[config.mk]
export PLATFORM = sky130hd
export DESIGN_NAME = memory_map_size_decoder
export DESIGN_NICKNAME = d
export VERILOG_FILES = /design/src/hdl/mem_map_pkg.sv /design/src/hdl/map_limits_if.sv /design/src/hdl/size_decode.sv /design/src/hdl/bank_window.sv /design/src/hdl/memory_map_size_decoder.sv
export SDC_FILE = /design/constraint.sdc
export NUM_CORES = 1
export LEC_CHECK = 0
export BUFFER_PORTS_ARGS = -buffer_cell sky130_fd_sc_hd__buf_4
export CORE_ASPECT_RATIO = 1.2
export CORE_MARGIN = 2
export CORE_UTILIZATION = 43
export CTS_CLUSTER_DIAMETER = 80
export CTS_CLUSTER_SIZE = 10
export DETAILED_ROUTE_END_ITERATION = 8
export SETUP_SLACK_MARGIN = 0.05
export SYNTH_ARGS = -nofsm -noshare
export SYNTH_HDL_FRONTEND = slang
export SYNTH_HIERARCHICAL = 1
export SYNTH_SLANG_ARGS = --single-unit
[constraint.sdc]
create_clock -name ref_clk_i -period 5.2 [get_ports ref_clk_i]
set_input_delay 1.04 -clock ref_clk_i [delete_from_list [all_inputs] [get_ports ref_clk_i]]
set_output_delay 1.04 -clock ref_clk_i [all_outputs]
set_load 0.1 [all_outputs]
[src/hdl/mem_map_pkg.sv]
// Constants, region codes and helpers shared by the address map decoder.
package mem_map_pkg;

  // Address width of the single unified program and data space.
  localparam int ADDR_W = 16;

  // Register offsets on the software port.
  localparam logic [7:0] REG_MEM_SIZE = 8'h00;
  localparam logic [7:0] REG_EXP_SIZE = 8'h01;
  localparam logic [7:0] REG_BANK = 8'h02;
  localparam logic [7:0] REG_CONFIG = 8'h03;
  localparam logic [7:0] REG_STATUS = 8'h04;

  // Values after reset.
  localparam logic [7:0] MEM_SIZE_RST = 8'hcf;
  localparam logic [7:0] EXP_SIZE_RST = 8'h0c;
  localparam logic [2:0] BANK_RST = 3'h0;
  localparam logic [4:0] CONFIG_RST = 5'h00;

  // Memory size select codes.
  localparam logic [7:0] MS_16K = 8'h04;
  localparam logic [7:0] MS_24K = 8'hc6;
  localparam logic [7:0] MS_32K = 8'hc8;
  localparam logic [7:0] MS_48K = 8'hcc;
  localparam logic [7:0] MS_60K = 8'hcf;

  // Expansion RAM size select codes.
  localparam logic [7:0] XS_NONE = 8'h0c;
  localparam logic [7:0] XS_1K = 8'h0a;
  localparam logic [7:0] XS_2K = 8'h0b;
  localparam logic [7:0] XS_4K = 8'h04;
  localparam logic [7:0] XS_6K = 8'h00;

  // Flash upper limits in the flat layout.
  localparam logic [15:0] ROM_TOP_16K = 16'h3fff;
  localparam logic [15:0] ROM_TOP_24K = 16'h5fff;
  localparam logic [15:0] ROM_TOP_32K = 16'h7fff;
  localparam logic [15:0] ROM_TOP_48K = 16'hbfff;
  localparam logic [15:0] ROM_TOP_60K = 16'hefff;

  // Banked layout: common area and the bank window.
  localparam logic [15:0] COMMON_TOP = 16'h7fff;
  localparam logic [15:0] BANK_BASE = 16'h8000;
  localparam logic [15:0] BANK_TOP = 16'hbfff;
  localparam logic [2:0] BANKS_FOUR = 3'h4;
  localparam logic [2:0] BANKS_SIX = 3'h6;

  // Expansion RAM bases; all end at the same top.
  localparam logic [15:0] EXP_TOP = 16'hf7ff;
  localparam logic [15:0] EXP_BASE_1K = 16'hf400;
  localparam logic [15:0] EXP_BASE_2K = 16'hf000;
  localparam logic [15:0] EXP_BASE_4K = 16'he800;
  localparam logic [15:0] EXP_BASE_6K = 16'he000;

  // High-speed RAM, general registers and peripheral registers.
  localparam logic [15:0] HS_BASE_1K = 16'hfb00;
  localparam logic [15:0] HS_BASE_768 = 16'hfc00;
  localparam logic [15:0] HS_TOP = 16'hfedf;
  localparam logic [15:0] GPR_BASE = 16'hfee0;
  localparam logic [15:0] GPR_TOP = 16'hfeff;
  localparam logic [15:0] PERI_BASE = 16'hff00;
  localparam logic [15:0] PERI_TOP = 16'hffff;

  // Fixed areas at the bottom of flash.
  localparam logic [15:0] VEC_BASE = 16'h0000;
  localparam logic [15:0] VEC_TOP = 16'h003f;
  localparam logic [15:0] CALL_BASE = 16'h0040;
  localparam logic [15:0] CALL_TOP = 16'h007f;
  localparam logic [15:0] OPT_BASE = 16'h0080;
  localparam logic [15:0] OPT_TOP = 16'h0084;
  localparam logic [15:0] DBG_BASE = 16'h0085;
  localparam logic [15:0] DBG_TOP = 16'h008e;
  localparam logic [15:0] SWAP_OFS = 16'h1000;
  localparam logic [15:0] BOOT0_BASE = 16'h0000;
  localparam logic [15:0] BOOT0_TOP = 16'h0fff;

  // Configuration register bit positions.
  localparam int CFG_SWAP_BIT = 0;
  localparam int CFG_DEBUG_BIT = 1;
  localparam int CFG_PROT_BIT = 2;
  localparam int CFG_BANKED_BIT = 3;
  localparam int CFG_SIX_BIT = 4;

  // Status register bit positions.
  localparam int STAT_BLOCK_BIT = 7;
  localparam int STAT_BANK_ERR_BIT = 6;

  // Region codes, also the bit index in the one-hot select.
  typedef enum logic [2:0] {
    RG_NONE = 3'b000,
    RG_FLASH = 3'b001,
    RG_BANK = 3'b010,
    RG_HSRAM = 3'b011,
    RG_GPR = 3'b100,
    RG_EXPRAM = 3'b101,
    RG_PERI = 3'b110
  } region_e;

  // True when the address lies inside an inclusive range.
  function automatic logic in_range(input logic [15:0] a,
                                    input logic [15:0] lo,
                                    input logic [15:0] hi);
    in_range = (a >= lo) && (a <= hi);
  endfunction : in_range

endpackage : mem_map_pkg

[src/hdl/map_limits_if.sv]
// Decoded region limits passed from the size decoder to the top.
`timescale 1ns/1ps
interface map_limits_if;
  logic rom_en;
  logic [15:0] rom_top;
  logic banked;
  logic [15:0] hs_base;
  logic exp_en;
  logic [15:0] exp_base;

  modport src (output rom_en, rom_top, banked, hs_base, exp_en, exp_base);
  modport dst (input rom_en, rom_top, banked, hs_base, exp_en, exp_base);
endinterface : map_limits_if

[src/hdl/size_decode.sv]
// Turns the two size select values into region limits.
`timescale 1ns/1ps
module size_decode
  import mem_map_pkg::*;
(
  input wire logic [7:0] mem_size_i,   // Memory size select value.
  input wire logic [7:0] exp_size_i,   // Expansion RAM size select value.
  input wire logic banked_cfg_i,       // Banked flash fitted.
  map_limits_if.src lim                // Decoded limits.
);

  // Flash top and high-speed RAM base from the memory size select.
  always_comb
  begin
    lim.rom_en = 1'b1;
    lim.rom_top = ROM_TOP_60K;
    lim.hs_base = HS_BASE_1K;
    lim.banked = 1'b0;
    case (mem_size_i)
      MS_16K:
      begin
        lim.rom_top = ROM_TOP_16K;
        lim.hs_base = HS_BASE_768;
      end
      MS_24K: lim.rom_top = ROM_TOP_24K;
      MS_32K: lim.rom_top = ROM_TOP_32K;
      MS_48K:
      begin
        lim.rom_top = ROM_TOP_48K;
        lim.banked = banked_cfg_i;
      end
      MS_60K: lim.rom_top = ROM_TOP_60K;
      default: lim.rom_en = 1'b0;
    endcase
  end

  // Expansion RAM base from the expansion RAM size select.
  always_comb
  begin
    lim.exp_en = 1'b1;
    lim.exp_base = EXP_BASE_1K;
    case (exp_size_i)
      XS_1K: lim.exp_base = EXP_BASE_1K;
      XS_2K: lim.exp_base = EXP_BASE_2K;
      XS_4K: lim.exp_base = EXP_BASE_4K;
      XS_6K: lim.exp_base = EXP_BASE_6K;
      default: lim.exp_en = 1'b0;
    endcase
  end

endmodule : size_decode

[src/hdl/bank_window.sv]
// Checks the selected flash bank against the number fitted.
`timescale 1ns/1ps
module bank_window
  import mem_map_pkg::*;
(
  input wire logic [2:0] bank_i,       // Selected bank number.
  input wire logic six_banks_i,        // Six banks fitted, else four.
  output logic bank_ok_o               // Bank exists.
);

  logic [2:0] count;

  // Only banks below the fitted count are reachable.
  always_comb
  begin
    count = six_banks_i ? BANKS_SIX : BANKS_FOUR;
    bank_ok_o = bank_i < count;
  end

endmodule : bank_window

[src/hdl/memory_map_size_decoder.sv]
// Address map decoder with size, bank and configuration registers.
`timescale 1ns/1ps
module memory_map_size_decoder
  import mem_map_pkg::*;
(
  input wire logic ref_clk_i,                  // Clock, 250 MHz.
  input wire logic arst_n_i,                   // Async reset, low.
  input wire logic [7:0] reg_addr_i,           // Register offset.
  input wire logic [7:0] reg_wdata_i,          // Register write data.
  input wire logic reg_wr_i,                   // Register write strobe.
  input wire logic reg_rd_i,                   // Register read strobe.
  output logic [7:0] reg_rdata_o,              // Read data, next cycle.
  input wire logic access_i,                   // CPU access this cycle.
  input wire logic fetch_i,                    // Access is a fetch.
  input wire logic write_i,                    // Access is a write.
  input wire logic [15:0] data_addr_i,         // Data address.
  input wire logic [15:0] instruction_pointer_i, // Fetch address.
  output region_e region_o,                    // Decoded region code.
  output logic [6:0] region_sel_o,             // One-hot region select.
  output logic [2:0] flash_bank_o,             // Bank in the window.
  output logic vector_area_o,                  // Vector table hit.
  output logic call_table_o,                   // Call table hit.
  output logic option_byte_o,                  // Option byte hit.
  output logic debug_id_o,                     // Debug ID hit.
  output logic write_block_o                   // Write refused.
);

  // Software registers.
  logic [7:0] memory_size_select;
  logic [7:0] expansion_ram_size_select;
  logic [2:0] bank_select;
  logic [4:0] config_bits;
  logic block_seen;
  logic bank_err_seen;
  region_e last_region;

  // Decode results.
  logic [15:0] addr;
  logic bank_ok;
  logic in_flash;
  logic in_bank;
  logic swap_en;
  logic hit_blocked;
  logic bank_miss;
  region_e next_region;
  logic [7:0] next_rdata;

  map_limits_if lim ();

  // Size select values become region limits.
  size_decode u_size (
    .mem_size_i (memory_size_select),
    .exp_size_i (expansion_ram_size_select),
    .banked_cfg_i (config_bits[CFG_BANKED_BIT]),
    .lim (lim.src)
  );

  // Bank register checked against the number of banks fitted.
  bank_window u_bank (
    .bank_i (bank_select),
    .six_banks_i (config_bits[CFG_SIX_BIT]),
    .bank_ok_o (bank_ok)
  );

  // Fetches take the instruction pointer, data accesses the address.
  assign addr = fetch_i ? instruction_pointer_i : data_addr_i;

  assign swap_en = config_bits[CFG_SWAP_BIT];

  // Flash hit tests for the flat and the banked layout.
  always_comb
  begin
    if (lim.banked)
    begin
      in_flash = in_range(addr, 16'h0000, COMMON_TOP);
      in_bank = in_range(addr, BANK_BASE, BANK_TOP) && bank_ok;
    end
    else
    begin
      in_flash = lim.rom_en && in_range(addr, 16'h0000, lim.rom_top);
      in_bank = 1'b0;
    end
  end

  // One region per address; upper areas win over flash on overlap.
  always_comb
  begin
    next_region = RG_NONE;
    if (in_range(addr, PERI_BASE, PERI_TOP))
      next_region = RG_PERI;
    else if (in_range(addr, GPR_BASE, GPR_TOP))
      next_region = RG_GPR;
    else if (in_range(addr, lim.hs_base, HS_TOP))
      next_region = RG_HSRAM;
    else if (lim.exp_en && in_range(addr, lim.exp_base, EXP_TOP))
      next_region = RG_EXPRAM;
    else if (in_bank)
      next_region = RG_BANK;
    else if (in_flash)
      next_region = RG_FLASH;
  end

  // Region code and one-hot select follow the address directly.
  always_comb
  begin
    region_o = next_region;
    region_sel_o = 7'h00;
    if (next_region != RG_NONE)
      region_sel_o[next_region] = 1'b1;
  end

  // Bank number presented to the flash from the bank register.
  assign flash_bank_o = bank_select;

  // Fixed areas inside the bottom of flash.
  always_comb
  begin
    vector_area_o = in_flash && in_range(addr, VEC_BASE, VEC_TOP);
    call_table_o = in_flash && in_range(addr, CALL_BASE, CALL_TOP);
    option_byte_o = in_flash && (in_range(addr, OPT_BASE, OPT_TOP) ||
      (swap_en && in_range(addr, 16'(OPT_BASE + SWAP_OFS),
                           16'(OPT_TOP + SWAP_OFS))));
    debug_id_o = in_flash && config_bits[CFG_DEBUG_BIT] &&
      (in_range(addr, DBG_BASE, DBG_TOP) ||
       (swap_en && in_range(addr, 16'(DBG_BASE + SWAP_OFS),
                            16'(DBG_TOP + SWAP_OFS))));
  end

  // Writes into boot cluster 0 are refused while protection is set.
  always_comb
  begin
    hit_blocked = access_i && write_i && !fetch_i &&
      config_bits[CFG_PROT_BIT] && in_flash &&
      in_range(addr, BOOT0_BASE, BOOT0_TOP);
    write_block_o = hit_blocked;
  end

  // A window access with an unfitted bank selects nothing.
  assign bank_miss = access_i && lim.banked && !bank_ok &&
    in_range(addr, BANK_BASE, BANK_TOP);

  // Size select registers; both load fixed values at reset.
  always_ff @(posedge ref_clk_i or negedge arst_n_i)
  begin
    if (!arst_n_i)
    begin
      memory_size_select <= MEM_SIZE_RST;
      expansion_ram_size_select <= EXP_SIZE_RST;
    end
    else if (reg_wr_i)
    begin
      if (reg_addr_i == REG_MEM_SIZE)
        memory_size_select <= reg_wdata_i;
      if (reg_addr_i == REG_EXP_SIZE)
        expansion_ram_size_select <= reg_wdata_i;
    end
  end

  // Bank select and configuration registers.
  always_ff @(posedge ref_clk_i or negedge arst_n_i)
  begin
    if (!arst_n_i)
    begin
      bank_select <= BANK_RST;
      config_bits <= CONFIG_RST;
    end
    else if (reg_wr_i)
    begin
      if (reg_addr_i == REG_BANK)
        bank_select <= reg_wdata_i[2:0];
      if (reg_addr_i == REG_CONFIG)
        config_bits <= reg_wdata_i[4:0];
    end
  end

  // Sticky status flags; a new event wins over a write-one clear.
  always_ff @(posedge ref_clk_i or negedge arst_n_i)
  begin
    if (!arst_n_i)
    begin
      block_seen <= 1'b0;
      bank_err_seen <= 1'b0;
    end
    else
    begin
      if (hit_blocked)
        block_seen <= 1'b1;
      else if (reg_wr_i && reg_addr_i == REG_STATUS &&
               reg_wdata_i[STAT_BLOCK_BIT])
        block_seen <= 1'b0;
      if (bank_miss)
        bank_err_seen <= 1'b1;
      else if (reg_wr_i && reg_addr_i == REG_STATUS &&
               reg_wdata_i[STAT_BANK_ERR_BIT])
        bank_err_seen <= 1'b0;
    end
  end

  // Region of the most recent CPU access, for software to inspect.
  always_ff @(posedge ref_clk_i or negedge arst_n_i)
  begin
    if (!arst_n_i)
      last_region <= RG_NONE;
    else if (access_i)
      last_region <= next_region;
  end

  // Read multiplexer; unmapped offsets read as zero.
  always_comb
  begin
    next_rdata = 8'h00;
    case (reg_addr_i)
      REG_MEM_SIZE: next_rdata = memory_size_select;
      REG_EXP_SIZE: next_rdata = expansion_ram_size_select;
      REG_BANK: next_rdata = {5'h00, bank_select};
      REG_CONFIG: next_rdata = {3'h0, config_bits};
      REG_STATUS: next_rdata = {block_seen, bank_err_seen, 3'h0,
                                last_region};
      default: next_rdata = 8'h00;
    endcase
  end

  // Read data stands for one cycle after the read strobe, else zero.
  always_ff @(posedge ref_clk_i or negedge arst_n_i)
  begin
    if (!arst_n_i)
      reg_rdata_o <= 8'h00;
    else if (reg_rd_i)
      reg_rdata_o <= next_rdata;
    else
      reg_rdata_o <= 8'h00;
  end

endmodule : memory_map_size_decoder

==> reports/results.tsv <==
stage	metric	value	unit
clocking	clockBufferDepth	2	
sta	setup_viol	0	
sta	drv_slew	0	
place	dp_hpwl	8.25	mm
detailed_routing	drtIter0Drc	112	
grt	grt_pass1_vias	3265	
worst_hold_path	hold_class	register to register	
floorplanning	num_rows	38	
critical_path	cp_common_cell	buf_4	
grt	grt_util_all_layers	20.5	%
sta	hold_viol_final	0	
sta	slew_headroom	54.5	%
sta	fin_skew	0.00447	ns
clocking	postCtsSetupBuffers	0	
sta	fmax	0.202	GHz
clocking	cts_resized	0	
grt	grt_antenna_before_repair	0	
detailed_routing	ant_nets	0	
yosys	synth_ff_type	dfrtp_1	
detailed_routing	highest_layer	met4	
outcome	status	completed	
clocking	numCtsBuffers	5	
critical_path	cp.required	4.16	ns
grt	grt_pass1_wl	16.3	mm
detailed_routing	vias	3267	
critical_path	worst_path_max_delay_cell	a211oi_2	
sta	finalSetupTns	0	ns
critical_path	regToRegStartpoint	expansion_ram_size_select[5]$_DFFE_PN0P_	
clocking	hold_buffers	0	
clocking	clk_latency	0.29	ns
cells_and_area	drive_gt1_share	33.1	%
cells_and_area	fin_area	4740	µm²
critical_path	reg2reg_to	last_region[2]$_DFFE_PN0P_	
power	p_leak	2.47	nW
critical_path	critical-path-max-stage-delay	0.49	ns
critical_path	end_kind	primary output	
critical_path	path_max_fanout	24	
critical_path	start_kind	input port	
grt	overflow	0	
place	port_buffers	79	
yosys	async_reset_ff_share	100	%
worst_hold_path	worstHoldStart	bank_err_seen$_DFFE_PN0P_	
detailed_routing	dr_wl_met3	362	µm
power	vdd_ir_drop_max	0.000100	V
clocking	cts_tree	built	
sta	fin_crit_sh	95.2	%
place	gp_congestion	0.853	
floorplanning	die_width	92.0	µm
sta	rsz0062_at_grt	no	
sta	tightest_slew	0.682	ns
clocking	cts_max_level	2	
yosys	synthDistinctLibCells	69	
sta	finalCriticalPeriod	4.95	ns
worst_hold_path	min_to	bank_err_seen$_DFFE_PN0P_	
critical_path	worst-r2r-setup-slack	2.09	ns
detailed_routing	wl_met2	5.01	mm
cells_and_area	diodes	0	
cells_and_area	num-fill-cells	906	
clocking	cts.clk_slew.worst_paths	0.07	ns
detailed_routing	firstDrtPassIters	4	
yosys	yosysWarnings	6	
critical_path	worstPathCellList	buf_4, mux2_2, ha_1, a211oi_1, nor2_1, or3_1, a211oi_2, o21bai_1, nor4_4, buf_4	
yosys	synthCells	437	
yosys	synth.ff_latch_count	37	
clocking	cts-root-buf	clkbuf_8	
grt	grt_max_degree	38	
power	power_density	193	nW/µm²
floorplanning	fp.dieH	110	µm
detailed_routing	drc	0	
yosys	syn_avg_cell_area	9.14	µm²
detailed_routing	wl_met1	4.26	mm
place	dpl_cell_area	4640	µm²
floorplanning	die_area	10100	µm²
yosys	synth_edf_count	0	
yosys	synth_seq_area_share	23.4	%
cells_and_area	final_nets	616	
detailed_routing	wl_per_cell	15.7	µm
clocking	cts.sinks	37	
detailed_routing	drt-total-wl	9.94	mm
critical_path	rr_worst_depth	10	
yosys	synth_area	3990	µm²
detailed_routing	vias_per_cell	5.15	
cells_and_area	syn_to_final_growth	18.6	%
critical_path	critPathKind	input port to primary output	
floorplanning	core	9030	µm²
floorplanning	start_util	44.2	%
floorplanning	pin_count	81	
critical_path	critPathArrivalTime	3.91	ns
flow_run	maxCapViolations	0	
worst_hold_path	min_path_cells	2	
sequential cells by signal, indices dropped and copies added, names as in the netlist:
name,flops
expansion_ram_size_select,8
config_bits,5
block_seen,1
last_region,3
bank_err_seen,1
reg_rdata_o,8
memory_size_select,8
flash_bank_o,3
layout by cell type (no fill, tap or decap), drive strengths merged, types with 2 or more instances in the layout:
master / count
dfrtp: 29
a2111oi: 4
a31oi: 7
buf: 82
a21oi: 17
nand4b: 4
or2: 2
conb: 39
and3: 8
a32oi: 2
nand2b: 2
nor3b: 3
dfstp: 8
a31o: 2
o21a: 5
a211oi: 6
mux2: 40
nor4: 3
a21o: 4
ha: 48
a22o: 3
nand2: 25
clkbuf: 7
o21ai: 16
mux2i: 7
nor2b: 5
nor2: 24
inv: 53
and3b: 2
nand3: 11
a222oi: 3
o211ai: 3
nand4: 10
nor3: 10
or3: 2
worst max path at each step:
stage,from,to,slack (ns),depth (start not counted)
floorplan,fetch_i,region_sel_o[1],-0.15,10
global route,fetch_i,region_sel_o[1],0.12,9
finish,fetch_i,region_sel_o[1],0.25,10
global placement,fetch_i,region_sel_o[1],0.29,10
CTS,fetch_i,region_sel_o[1],0.24,10
detailed placement,fetch_i,region_sel_o[1],0.23,10
worst max-delay path, delay by kind of cell:
kind,cells,cell delay [ns]
fa+ha+maj,1,0.29
simple gates,3,0.65
buf+inv,2,0.60
compound gates,3,0.90
mux,1,0.41
kinds of logic after synthesis:
logic type      synth area share (%)
compound gates                  16.0
xor+xnor                       0.219
fa+ha+maj                       15.0
buf+inv                         14.1
flops                           23.4
mux                             13.8
other cells                    0.282
simple gates                    17.0
per-stage QoR:
step	power [W]	setup slack, ns	hold WS (ns)	std cells	utilization [%]
6_report	0.000914	0.250	0.485	634	52.4
5_1_grt	0.000970	0.123	0.501	634	52.4
4_1_cts	0.000918	0.236	0.485	634	52.4
3_5_place_dp	0.000696	0.234	0.468	626	51.3
3_3_place_gp	0.000689	0.287	0.465	626	51.3
2_1_floorplan	0.000614	-0.150	0.437	473	-
layer usage:
metal / vias to the layer above / track usage (%)
met1: 1507 / 24.6
met2: 98 / 37.9
met3: 16 / 1.92
li1: 1646 / -
met4: 0 / 7.89
met5: - / 0
cells in the mapped netlist, drive strengths merged (2+ instances only):
cell type,count,area share (%)
o21ai,16,2.1
and3b,2,0.44
or2,2,0.44
dfrtp,29,18
nand3,11,1.4
or3,2,0.31
clkbuf,3,0.28
mux2,40,12
dfstp,8,5.3
o211ai,3,0.56
nor3,10,1.5
a222oi,3,0.75
a21oi,17,2.1
nand4b,4,1.0
conb,3,0.28
a211oi,6,1.6
buf,46,8.9
nor2,24,2.3
o21a,5,0.94
a31oi,7,1.5
inv,53,5.0
ha,48,15
a22o,3,0.66
nor2b,5,0.78
a32oi,2,0.44
mux2i,7,1.8
and3,8,1.3
nand2b,2,0.50
a21o,4,0.75
nand2,25,2.7
nand4,10,1.7
a2111oi,4,1.8
a31o,2,0.44
nor3b,3,0.56
nor4,3,0.63
cell type report:
class                           instances  area [µm²]  area share [%]
Multi-Input combinational cell        334        2740            57.7
Sequential cell                        37         936            19.8
Timing Repair Buffer                   82         616            13.0
Inverter                               53         199            4.20
Tap cell                              120         150            3.17
Clock buffer                            7        96.3            2.03
Clock inverter                          1        5.00           0.106
where the power goes:
group,internal (W),switching (W)
sequential,0.000304,0.0000148
combinational,0.000146,0.000230
clock,0.000120,0.0000997
(Power assumes the default switching activity.)
